File: config.mk
export PLATFORM = sky130hd
export DESIGN_NAME = dbfs_supervisor
export DESIGN_NICKNAME = d
export VERILOG_FILES = /design/src/dbfs_sync.v /design/src/dbfs_supervisor.v
export VERILOG_INCLUDE_DIRS = /design/src
export SDC_FILE = /design/constraint.sdc
export NUM_CORES = 1
export LEC_CHECK = 0
export BUFFER_PORTS_ARGS = -buffer_cell sky130_fd_sc_hd__buf_2
export CAP_MARGIN = 20
export CORE_MARGIN = 10
export CORE_UTILIZATION = 60
export CTS_CLUSTER_DIAMETER = 100
export CTS_CLUSTER_SIZE = 28
export DETAILED_ROUTE_END_ITERATION = 6
export GPL_TIMING_DRIVEN = 0
export HOLD_SLACK_MARGIN = 0.12
export PLACE_DENSITY_LB_ADDON = 0.3
export SLEW_MARGIN = 20
export SYNTH_ARGS = -nofsm -noshare
export SYNTH_HDL_FRONTEND = slang
export SYNTH_SLANG_ARGS = --single-unit
File: constraint.sdc
create_clock -name CLOCK_I -period 6.4 [get_ports CLOCK_I]
set_input_delay 0.64 -clock CLOCK_I [delete_from_list [all_inputs] [get_ports CLOCK_I]]
set_output_delay 0.64 -clock CLOCK_I [all_outputs]
set_load 0.005 [all_outputs]
File: src/dbfs_defs.vh
/*
 Constants of the dual buck fault supervisor: timing, register map,
 field layout and reset values.
 Assumes inclusion by bare name from the design files.
*/
`ifndef DBFS_DEFS_VH
`define DBFS_DEFS_VH

// Clock and delays
`define DBFS_CLK_MHZ 25
`define DBFS_START_US 2000
`define DBFS_QUAL_US 510
`define DBFS_UV_NS 32000
`define DBFS_DROP_NS 2000
`define DBFS_DEAD_NS 80
`define DBFS_START_CYC (`DBFS_START_US * `DBFS_CLK_MHZ)
`define DBFS_QUAL_CYC (`DBFS_QUAL_US * `DBFS_CLK_MHZ)
`define DBFS_UV_CYC ((`DBFS_UV_NS * `DBFS_CLK_MHZ + 999) / 1000)
`define DBFS_DROP_CYC ((`DBFS_DROP_NS * `DBFS_CLK_MHZ + 999) / 1000)
`define DBFS_DEAD_CYC ((`DBFS_DEAD_NS * `DBFS_CLK_MHZ + 999) / 1000)

// Register word indices (byte address = 4 * index)
`define DBFS_IDX_CTRL 6'h00
`define DBFS_IDX_STAT 6'h01

// Control register
`define DBFS_MODE_W 2
`define DBFS_MODE_PWM 2'h0
`define DBFS_MODE_SKIP 2'h1
`define DBFS_MODE_QUIET 2'h2
`define DBFS_CTRL_RST 2'h1

// Status register width, upper bits read zero
`define DBFS_STAT_W 16

// Bus responses
`define DBFS_RESP_OKAY 2'h0
`define DBFS_RESP_SLVERR 2'h2

// Synchronised input count
`define DBFS_NSYNC 27

`endif

File: src/dbfs_sync.v
/*
 Three-stage input synchroniser with agreement filter.
 Assumes asynchronous inputs and a synchronous active-high reset.
*/
`timescale 1ns/1ps
module dbfs_sync #(
	parameter W = 1
) (
	// Clock and reset
	input wire clk_i,
	input wire rst_i,
	// Data
	input wire [W-1:0] d_i,
	output reg [W-1:0] q_o
);
	reg [W-1:0] s1;
	reg [W-1:0] s2;
	reg [W-1:0] s3;

	// Output follows only where stages two and three agree
	always @(posedge clk_i)
	begin
		if (rst_i)
		begin
			s1 <= {W{1'b0}};
			s2 <= {W{1'b0}};
			s3 <= {W{1'b0}};
			q_o <= {W{1'b0}};
		end
		else
		begin
			s1 <= d_i;
			s2 <= s1;
			s3 <= s2;
			q_o <= (s2 & s3) | (q_o & (s2 ^ s3));
		end
	end
endmodule

File: src/dbfs_supervisor.v
/*
 Supervisor of a two-channel step-down controller: power-good, light-load
 override, discharge, LDO switchover, valley limit, dead time and faults,
 with an AXI4-Lite control and status port.
 Assumes analog comparators present digital flags on pins, synchronised here.
*/
// Summary of operation
// - 3.3 V LDO off, switch when ch2 good
// - Combined good is AND of channels
// - Good monitoring waits 2 ms after enable
// - Good rises after 510 us in 5% window
// - Good falls 2 us after leaving 10%
// - Overshoot in light load forces PWM
// - Discharge outputs while enable is low
// - Dead time between high and low gates
// - Hold high gate off above valley trip
// - Low limit pin shuts that channel down except a low gate held on by the 115% latch
// - 115% feedback latches high off, low on
// - Sense above 5.75 V blocks high gate
// - 32 us undervoltage latches all gates off
// - Undervoltage check waits 2 ms after enable
// - Supply lockout holds channels off, unlatched
// - Low 3.3 V supply shuts both channels except a low gate held on by the 115% latch
// - Overtemperature shuts gates and both LDOs, unlatched
// - 5 V LDO off, switch when ch1 good
`timescale 1ns/1ps
`include "dbfs_defs.vh"
module dbfs_supervisor #(
	parameter CNT_W = 16,
	parameter [CNT_W-1:0] START_CYCLES = `DBFS_START_CYC,
	parameter [CNT_W-1:0] QUAL_CYCLES = `DBFS_QUAL_CYC,
	parameter ADDR_W = 8
) (
	// Clock and reset
	input wire CLOCK_I,
	input wire SYS_RST_I,
	// Host control pins
	input wire SWITCHER_ENABLE_IN_I,
	input wire [1:0] CURRENT_LIMIT_SET_PIN_OK_I,
	// Channel comparators
	input wire [1:0] WINDOW5_I,
	input wire [1:0] WINDOW10_I,
	input wire [1:0] ABOVE10_I,
	input wire [1:0] FEEDBACK_SENSE_PIN_OVER115_I,
	input wire [1:0] FEEDBACK_SENSE_PIN_UNDER60_I,
	input wire [1:0] OUTPUT_SENSE_OVER575_I,
	input wire [1:0] VALLEY_CURRENT_LIMIT_I,
	input wire [1:0] ZERO_CURRENT_I,
	input wire [1:0] ON_TIME_REQ_I,
	// Supply and die monitors
	input wire OUTPUT_SENSE_CH1_ABOVE_4V7_I,
	input wire OUTPUT_SENSE_CH2_ABOVE_3V15_I,
	input wire SUPPLY_LOCKOUT_I,
	input wire LDO_THREE_VOLT_LOW_I,
	input wire OVER_TEMP_I,
	// Open-drain power-good pin
	input wire COMBINED_GOOD_OUT_I,
	output reg COMBINED_GOOD_OUT_O,
	output reg COMBINED_GOOD_OUT_OE_N_O,
	// Gate drives and discharge
	output wire [1:0] HIGH_SIDE_GATE_OUT_O,
	output wire [1:0] LOW_SIDE_GATE_OUT_O,
	output reg [1:0] DISCHARGE_ON_O,
	// Linear regulators
	output reg LDO_FIVE_VOLT_OUT_ON_O,
	output reg LDO_FIVE_VOLT_OUT_SWITCH_O,
	output reg LDO_THREE_VOLT_OUT_ON_O,
	output reg LDO_THREE_VOLT_OUT_SWITCH_O,
	// AXI4-Lite write
	input wire [ADDR_W-1:0] AXI_AWADDR_I,
	input wire AXI_AWVALID_I,
	output reg AXI_AWREADY_O,
	input wire [31:0] AXI_WDATA_I,
	input wire [3:0] AXI_WSTRB_I,
	input wire AXI_WVALID_I,
	output reg AXI_WREADY_O,
	output reg [1:0] AXI_BRESP_O,
	output reg AXI_BVALID_O,
	input wire AXI_BREADY_I,
	// AXI4-Lite read
	input wire [ADDR_W-1:0] AXI_ARADDR_I,
	input wire AXI_ARVALID_I,
	output reg AXI_ARREADY_O,
	output reg [31:0] AXI_RDATA_O,
	output reg [1:0] AXI_RRESP_O,
	output reg AXI_RVALID_O,
	input wire AXI_RREADY_I
);
	localparam integer UV_INT = `DBFS_UV_CYC;
	localparam integer DROP_INT = `DBFS_DROP_CYC;
	localparam integer DEAD_INT = `DBFS_DEAD_CYC;
	localparam [CNT_W-1:0] UV_CYC = UV_INT[CNT_W-1:0];
	localparam [CNT_W-1:0] DROP_CYC = DROP_INT[CNT_W-1:0];
	localparam [CNT_W-1:0] DEAD_CYC = DEAD_INT[CNT_W-1:0];
	localparam [CNT_W-1:0] ONE = 1;
	localparam [3:0] ST_OFF = 4'h1;
	localparam [3:0] ST_HIGH = 4'h2;
	localparam [3:0] ST_DEAD = 4'h4;
	localparam [3:0] ST_LOW = 4'h8;

	wire [`DBFS_NSYNC-1:0] raw;
	wire [`DBFS_NSYNC-1:0] syn;
	wire enable_s;
	wire [1:0] limit_ok;
	wire [1:0] win5;
	wire [1:0] win10;
	wire [1:0] above10;
	wire [1:0] over115;
	wire [1:0] under60;
	wire [1:0] over575;
	wire [1:0] valley;
	wire [1:0] zero_i;
	wire [1:0] on_req;
	wire ch1_4v7;
	wire ch2_3v15;
	wire lockout;
	wire ldo3_low;
	wire overtemp;
	wire pin_good;
	wire [1:0] pg_w;
	wire [1:0] ov_w;
	wire [1:0] uv_w;
	wire [1:0] force_w;
	wire [1:0] run_w;
	wire uv_any;
	wire run_common;
	wire latch_clr;
	reg [`DBFS_MODE_W-1:0] mode;
	reg [CNT_W-1:0] start_cnt;
	reg start_done;
	reg aw_held;
	reg w_held;
	reg [ADDR_W-1:0] aw_addr;
	reg [31:0] w_data;
	reg [3:0] w_strb;
	wire [`DBFS_STAT_W-1:0] status;
	genvar i;

	// Pin inputs through three-stage synchroniser
	assign raw = {SWITCHER_ENABLE_IN_I, CURRENT_LIMIT_SET_PIN_OK_I, WINDOW5_I, WINDOW10_I,
		ABOVE10_I, FEEDBACK_SENSE_PIN_OVER115_I, FEEDBACK_SENSE_PIN_UNDER60_I,
		OUTPUT_SENSE_OVER575_I, VALLEY_CURRENT_LIMIT_I, ZERO_CURRENT_I, ON_TIME_REQ_I,
		OUTPUT_SENSE_CH1_ABOVE_4V7_I, OUTPUT_SENSE_CH2_ABOVE_3V15_I, SUPPLY_LOCKOUT_I,
		LDO_THREE_VOLT_LOW_I, OVER_TEMP_I, COMBINED_GOOD_OUT_I};
	assign {enable_s, limit_ok, win5, win10, above10, over115, under60, over575, valley,
		zero_i, on_req, ch1_4v7, ch2_3v15, lockout, ldo3_low, overtemp, pin_good} = syn;

	dbfs_sync #(
		.W(`DBFS_NSYNC)
	) u_sync (
		.clk_i(CLOCK_I),
		.rst_i(SYS_RST_I),
		.d_i(raw),
		.q_o(syn)
	);

	// Shared shutdown terms
	assign uv_any = |uv_w;
	assign run_common = enable_s & ~lockout & ~overtemp & ~ldo3_low & ~uv_any;
	assign latch_clr = ~enable_s | lockout;

	// Startup delay after enable
	always @(posedge CLOCK_I)
	begin
		if (SYS_RST_I || !enable_s)
		begin
			start_cnt <= {CNT_W{1'b0}};
			start_done <= 1'b0;
		end
		else if (!start_done)
		begin
			start_cnt <= start_cnt + ONE;
			start_done <= (start_cnt == START_CYCLES - ONE);
		end
	end

	generate
		for (i = 0; i < 2; i = i + 1)
		begin : g_ch
			reg pg;
			reg [CNT_W-1:0] qcnt;
			reg force_pwm;
			reg ov_lat;
			reg uv_lat;
			reg [CNT_W-1:0] uvcnt;
			reg [3:0] gst;
			reg [CNT_W-1:0] dcnt;
			wire run;
			wire hs_block;
			wire hs_want;
			wire ls_want;

			assign run = run_common & limit_ok[i];
			// Off-state valley limit and direct overvoltage block the high gate
			assign hs_block = (valley[i] & ~gst[1]) | over575[i];
			assign hs_want = run & ~ov_lat & on_req[i] & ~hs_block;
			assign ls_want = (ov_lat & ~uv_any & ~overtemp) |
				(run & ~on_req[i] & ((mode == `DBFS_MODE_PWM) | force_pwm | ~zero_i[i]));
			assign pg_w[i] = pg;
			assign ov_w[i] = ov_lat;
			assign uv_w[i] = uv_lat;
			assign force_w[i] = force_pwm;
			assign run_w[i] = run;
			assign HIGH_SIDE_GATE_OUT_O[i] = gst[1];
			assign LOW_SIDE_GATE_OUT_O[i] = gst[3];

			// Channel power-good qualification
			always @(posedge CLOCK_I)
			begin
				if (SYS_RST_I || !start_done || !run)
				begin
					pg <= 1'b0;
					qcnt <= {CNT_W{1'b0}};
				end
				else if (!pg)
				begin
					if (!win5[i])
						qcnt <= {CNT_W{1'b0}};
					else if (qcnt == QUAL_CYCLES - ONE)
					begin
						pg <= 1'b1;
						qcnt <= {CNT_W{1'b0}};
					end
					else
						qcnt <= qcnt + ONE;
				end
				else
				begin
					if (win10[i])
						qcnt <= {CNT_W{1'b0}};
					else if (qcnt == DROP_CYC - ONE)
					begin
						pg <= 1'b0;
						qcnt <= {CNT_W{1'b0}};
					end
					else
						qcnt <= qcnt + ONE;
				end
			end

			// Light-load overshoot override
			always @(posedge CLOCK_I)
			begin
				if (SYS_RST_I || mode == `DBFS_MODE_PWM)
					force_pwm <= 1'b0;
				else if (above10[i] && !pg)
					force_pwm <= 1'b1;
				else if (win5[i] && pg)
					force_pwm <= 1'b0;
			end

			// Latched over and undervoltage faults, set wins over clear
			always @(posedge CLOCK_I)
			begin
				if (SYS_RST_I)
				begin
					ov_lat <= 1'b0;
					uv_lat <= 1'b0;
					uvcnt <= {CNT_W{1'b0}};
				end
				else
				begin
					if (over115[i] && enable_s && !lockout)
						ov_lat <= 1'b1;
					else if (latch_clr)
						ov_lat <= 1'b0;
					if (under60[i] && start_done && run && !uv_lat)
					begin
						uvcnt <= uvcnt + ONE;
						if (uvcnt == UV_CYC - ONE)
							uv_lat <= 1'b1;
					end
					else
					begin
						uvcnt <= {CNT_W{1'b0}};
						if (latch_clr)
							uv_lat <= 1'b0;
					end
				end
			end

			// Gate sequencer with dead time
			always @(posedge CLOCK_I)
			begin
				if (SYS_RST_I)
				begin
					gst <= ST_OFF;
					dcnt <= {CNT_W{1'b0}};
				end
				else
				begin
					case (gst)
						ST_OFF:
						begin
							if (hs_want)
								gst <= ST_HIGH;
							else if (ls_want)
								gst <= ST_LOW;
						end
						ST_HIGH:
						begin
							if (!hs_want)
							begin
								gst <= ST_DEAD;
								dcnt <= {CNT_W{1'b0}};
							end
						end
						ST_LOW:
						begin
							if (!ls_want)
							begin
								gst <= ST_DEAD;
								dcnt <= {CNT_W{1'b0}};
							end
						end
						ST_DEAD:
						begin
							if (dcnt >= DEAD_CYC - ONE)
							begin
								if (hs_want)
									gst <= ST_HIGH;
								else if (ls_want)
									gst <= ST_LOW;
								else
									gst <= ST_OFF;
							end
							else
								dcnt <= dcnt + ONE;
						end
						default:
							gst <= ST_OFF;
					endcase
				end
			end
		end
	endgenerate

	// Power-good pin, discharge and regulators
	always @(posedge CLOCK_I)
	begin
		if (SYS_RST_I)
		begin
			COMBINED_GOOD_OUT_O <= 1'b0;
			COMBINED_GOOD_OUT_OE_N_O <= 1'b0;
			DISCHARGE_ON_O <= 2'h3;
			LDO_FIVE_VOLT_OUT_ON_O <= 1'b0;
			LDO_FIVE_VOLT_OUT_SWITCH_O <= 1'b0;
			LDO_THREE_VOLT_OUT_ON_O <= 1'b0;
			LDO_THREE_VOLT_OUT_SWITCH_O <= 1'b0;
		end
		else
		begin
			COMBINED_GOOD_OUT_O <= 1'b0;
			COMBINED_GOOD_OUT_OE_N_O <= pg_w[0] & pg_w[1];
			DISCHARGE_ON_O <= {2{~enable_s}};
			LDO_FIVE_VOLT_OUT_SWITCH_O <= ch1_4v7 & pg_w[0] & ~overtemp;
			LDO_FIVE_VOLT_OUT_ON_O <= ~overtemp & ~(ch1_4v7 & pg_w[0]);
			LDO_THREE_VOLT_OUT_SWITCH_O <= ch2_3v15 & pg_w[1] & ~overtemp;
			LDO_THREE_VOLT_OUT_ON_O <= ~overtemp & ~(ch2_3v15 & pg_w[1]);
		end
	end

	assign status = {start_done, overtemp, lockout, pin_good, LDO_FIVE_VOLT_OUT_SWITCH_O,
		LDO_THREE_VOLT_OUT_SWITCH_O, run_w, force_w, uv_w, ov_w, pg_w};

	// Bus write channel
	always @(posedge CLOCK_I)
	begin
		if (SYS_RST_I)
		begin
			AXI_AWREADY_O <= 1'b0;
			AXI_WREADY_O <= 1'b0;
			AXI_BVALID_O <= 1'b0;
			AXI_BRESP_O <= `DBFS_RESP_OKAY;
			aw_held <= 1'b0;
			w_held <= 1'b0;
			aw_addr <= {ADDR_W{1'b0}};
			w_data <= 32'h0;
			w_strb <= 4'h0;
			mode <= `DBFS_CTRL_RST;
		end
		else
		begin
			if (AXI_AWVALID_I && AXI_AWREADY_O)
			begin
				aw_held <= 1'b1;
				aw_addr <= AXI_AWADDR_I;
				AXI_AWREADY_O <= 1'b0;
			end
			else
				AXI_AWREADY_O <= !aw_held && !AXI_BVALID_O;
			if (AXI_WVALID_I && AXI_WREADY_O)
			begin
				w_held <= 1'b1;
				w_data <= AXI_WDATA_I;
				w_strb <= AXI_WSTRB_I;
				AXI_WREADY_O <= 1'b0;
			end
			else
				AXI_WREADY_O <= !w_held && !AXI_BVALID_O;
			if (aw_held && w_held && !AXI_BVALID_O)
			begin
				aw_held <= 1'b0;
				w_held <= 1'b0;
				AXI_BVALID_O <= 1'b1;
				if (aw_addr[ADDR_W-1:2] == `DBFS_IDX_CTRL)
				begin
					AXI_BRESP_O <= `DBFS_RESP_OKAY;
					if (w_strb[0])
						mode <= w_data[`DBFS_MODE_W-1:0];
				end
				else if (aw_addr[ADDR_W-1:2] == `DBFS_IDX_STAT)
					AXI_BRESP_O <= `DBFS_RESP_OKAY;
				else
					AXI_BRESP_O <= `DBFS_RESP_SLVERR;
			end
			else if (AXI_BVALID_O && AXI_BREADY_I)
				AXI_BVALID_O <= 1'b0;
		end
	end

	// Bus read channel
	always @(posedge CLOCK_I)
	begin
		if (SYS_RST_I)
		begin
			AXI_ARREADY_O <= 1'b0;
			AXI_RVALID_O <= 1'b0;
			AXI_RDATA_O <= 32'h0;
			AXI_RRESP_O <= `DBFS_RESP_OKAY;
		end
		else if (AXI_ARVALID_I && AXI_ARREADY_O)
		begin
			AXI_ARREADY_O <= 1'b0;
			AXI_RVALID_O <= 1'b1;
			if (AXI_ARADDR_I[ADDR_W-1:2] == `DBFS_IDX_CTRL)
			begin
				AXI_RDATA_O <= {{(32-`DBFS_MODE_W){1'b0}}, mode};
				AXI_RRESP_O <= `DBFS_RESP_OKAY;
			end
			else if (AXI_ARADDR_I[ADDR_W-1:2] == `DBFS_IDX_STAT)
			begin
				AXI_RDATA_O <= {{(32-`DBFS_STAT_W){1'b0}}, status};
				AXI_RRESP_O <= `DBFS_RESP_OKAY;
			end
			else
			begin
				AXI_RDATA_O <= 32'h0;
				AXI_RRESP_O <= `DBFS_RESP_SLVERR;
			end
		end
		else
		begin
			if (AXI_RVALID_O && AXI_RREADY_I)
				AXI_RVALID_O <= 1'b0;
			AXI_ARREADY_O <= !AXI_RVALID_O || AXI_RREADY_I;
		end
	end
endmodule

==> flow_summary.yaml <==
status:
  status: "complete, no violations"
placed_design:
  hpwlAfterDp_mm: 15.2
  dpl_cell_area_um2: 11400
  place_congestion: 0.878
  portBuffers: 81
  dp.cells: 1417
drt:
  first_iter_violations: 355
  routed_wl_mm: 20.1
  detail-route-antenna-nets: 0
  wl_per_cell_um: 14.0
  drtPass1Iterations: 4
  drcViolationCount: 0
  via_count: 7521
  avgViaCountPerCell: 5.25
global_route:
  antenna_found_initial: 0
  grt_remaining_overflow: 0
  grt_pass1_vias: 7258
  met2_usage: 0.270
  top_usage_layer: "met2"
  globalRouteTotalUtil: 0.165
  met1_usage: 0.221
  grt_pass1_wl_mm: 33.8
  grtUsageMet3: 0.0300
  grt_max_degree: 29
clock_tree:
  cts.clk_slew.worst_paths_ns: 0.10
  clock_latency_ns: 0.49
  cts_tree: "yes"
  htree_levels: 1
  postCtsHoldBufs: 0
  clk_path_buf_depth: 3
  cts_buffers: 13
  cts.sinks: 279
  cts-root-buf: "clkbuf_16"
  cts_setup_buffers: 0
  postCtsResizedCells: 0
yosys:
  synth_top_family_by_area: "simple AND/OR/NAND/NOR gates"
  synth_edf_count: 0
  synth_area_leader_cell: "dfxtp_1"
  yosysUniqueCellTypes: 75
  synth_area_um2: 10600
  synth_mux_area_frac: 0.00590
  synth_area_leaders: "dfxtp_1 53%, nor2_1 5.3%, nor2b_1 5.2%"
  synthAdderAreaFrac: 0.0472
  synth_cells: 1093
  synth_compound_area_frac: 0.0814
  synthSimpleGateAreaFrac: 0.243
  avgSynthCellArea_um2: 9.70
  synth-async-reset-ratio: 0
  synth_xor_area_frac: 0.0570
  ys_ff_latch: 279
  synthTopCellsByCount: "279 x dfxtp_1, 151 x nor2_1, 89 x nor2b_1"
  ys_warn_count: 0
  synth.most_common_cell: "dfxtp_1"
  ys_dominant_reg_cell: "dfxtp_1"
  synth_top_area_frac: 0.527
  ys_seq_area_frac: 0.527
die:
  die_area_um2: 23400
  rows: 48
  die_w_um: 153
  io_pins: 139
  die_h_um: 153
  initial_utilization: 0.613
  coreArea_um2: 17300
setup_path:
  critPathMaxFanout: 10
  critPathRequiredTime_ns: 6.77
  cp-end-kind: "flop"
  rrSetupSlack_ns: 4.09
  arrival_ns: 2.68
  crit_path_start_kind: "flop"
  rr_endpoint: "g_ch[1].qcnt[6]"
  path_class: "flop to flop"
  reg2reg_from: "g_ch[1].qcnt[10]"
  reg2reg_depth: 7
timing:
  maxSlewViolCount: 0
  rsz0062_at_grt: "no"
  final.setup.tns_ns: 0
  period_share: 0.361
  report.final.setup_viol: 0
  finalHoldViolations: 0
  finClkSkew_ns: 0.0301
  max_freq_mhz: 433
  worst_pin_slew_ns: 0.864
  fin_crit_ns: 2.31
  maxSlewHeadroom: 0.416
finish:
  drive_gt1_frac: 0.128
  final_cells: 1432
  design_area_um2: 11700
  fin_nets: 1333
  utilization: 0.676
  diodes: 0
  areaGrowthSynthToFinish_pct: 10.3
  fillers: 1405
power_and_ir_drop:
  ir_worst_vdd_mv: 0.199
  cellPowerDensity_nw_per_um2: 237
  leakage_nw: 4.55
  total_power_w: 0.00277
hold_path:
  min_path_type: "primary input to flop"
  whs_path_depth: 2
  hold_path_end: "u_sync.s1[0]"
  hp-start: "COMBINED_GOOD_OUT_I"
flow_run:
  cap_violations: 0
==> per-stage QoR <==
stage	setup slack [ns]	hold WS, ns
after floorplan	4.31	0.414
after global placement	3.85	0.418
after detailed placement	3.84	0.423
after CTS	4.06	0.337
after global routing	3.75	0.343
final	4.09	0.349
==> worst max path at each step <==
stage | to | cells after the start | startpoint
floorplan | AXI_RDATA_O[9] | 5 | AXI_ARADDR_I[3]
global placement | AXI_RDATA_O[8] | 6 | AXI_ARADDR_I[3]
detailed placement | AXI_RDATA_O[11] | 6 | AXI_ARADDR_I[3]
CTS | g_ch[1].qcnt[6] | 7 | g_ch[1].qcnt[10]
global route | g_ch[1].qcnt[4] | 7 | g_ch[1].qcnt[10]
finish | g_ch[1].qcnt[6] | 7 | g_ch[1].qcnt[10]
==> cells by family after synthesis <==
| kind of cell | after synthesis |
|---|---|
| and+or+nand+nor | 494 |
| DFF | 279 |
| AOI/OAI and AO/OA | 126 |
| buffers and inverters | 78 |
| xor gates and xnor gates | 69 |
| adders and majority gates | 40 |
| muxes | 6 |
| other | 1 |
==> placed cells by master (no fill, tap or decap), types with 3 or more instances in the layout <==
| cell | Yosys | final |
|---|---|---|
| dfxtp_1 | 279 | 279 |
| nor2_1 | 151 | 151 |
| nor2b_1 | 89 | 89 |
| buf_2 | 3 | 84 |
| nand2_1 | 64 | 64 |
| a21oi_1 | 60 | 60 |
| xor2_1 | 44 | 44 |
| nand3_1 | 42 | 42 |
| ha_1 | 40 | 40 |
| nor3_1 | 28 | 28 |
| buf_4 | 26 | 26 |
| xnor2_1 | 25 | 25 |
| inv_1 | 22 | 22 |
| clkbuf_1 | 21 | 22 |
| and2_1 | 20 | 20 |
| conb_1 | 1 | 19 |
| and3_1 | 17 | 17 |
| nand4_1 | 15 | 15 |
| nor4_1 | 13 | 13 |
| a22o_1 | 13 | 13 |
| clkbuf_16 | 0 | 13 |
| or3_1 | 11 | 11 |
| o21ai_0 | 9 | 9 |
| o21a_1 | 6 | 6 |
| nand2b_1 | 6 | 6 |
| nor4b_1 | 5 | 5 |
| buf_1 | 4 | 4 |
| or2_2 | 4 | 4 |
| a31oi_1 | 4 | 4 |
| nand4b_1 | 4 | 4 |
| mux2i_1 | 4 | 4 |
| nand3b_1 | 3 | 3 |
| nor3b_1 | 3 | 3 |
| or4_1 | 3 | 3 |
| a22oi_1 | 3 | 3 |
| a211oi_1 | 3 | 3 |
==> report_power, final <==
| part | internal, W | switching [W] |
|---|---|---|
| combinational | 0.0000500 | 0.0000563 |
| clock | 0.000374 | 0.000508 |
| sequential | 0.00176 | 0.0000151 |
| total | 0.00219 | 0.000579 |
==> layer usage <==
layer	up-vias	wire length, um
met5	-	0
li1	3879	-
met1	3459	9710
met2	159	8980
met3	24	1020
met4	0	337
==> state kept, by name (all words and copies together), names as in the netlist, 2 cells and up <==
signal          count
start_cnt          16
g_ch.pg             2
g_ch.dcnt          32
g_ch.gst            8
u_sync.q_o         27
mode                2
u_sync.s1          27
w_data              2
AXI_RDATA_O        16
u_sync.s3          27
g_ch.force_pwm      2
aw_addr             6
g_ch.ov_lat         2
g_ch.qcnt          32
g_ch.uvcnt         32
u_sync.s2          27
g_ch.uv_lat         2
==> area by class of cell <==
cell class / instances / area (um2) / area share
clock inverter: 1 / 8.76 / 0.000749
timing repair buffer: 81 / 405 / 0.0347
sequential: 279 / 5590 / 0.477
inverter: 22 / 82.6 / 0.00706
multi-input combinational: 754 / 4680 / 0.400
tap: 225 / 282 / 0.0241
clock buffer: 14 / 329 / 0.0281
buffer: 56 / 327 / 0.0279
==> worst max-delay path: stages, from the launching register on <==
cell and delay [ns]:
dfxtp_1 0.35, nor4_1 0.33, nand3b_1 0.16, nor4b_1 0.46
nor3b_1 0.10, o21ai_1 0.42, buf_2 0.31, nor2_1 0.07
No activity file was read; power rests on OpenSTA's default activity.
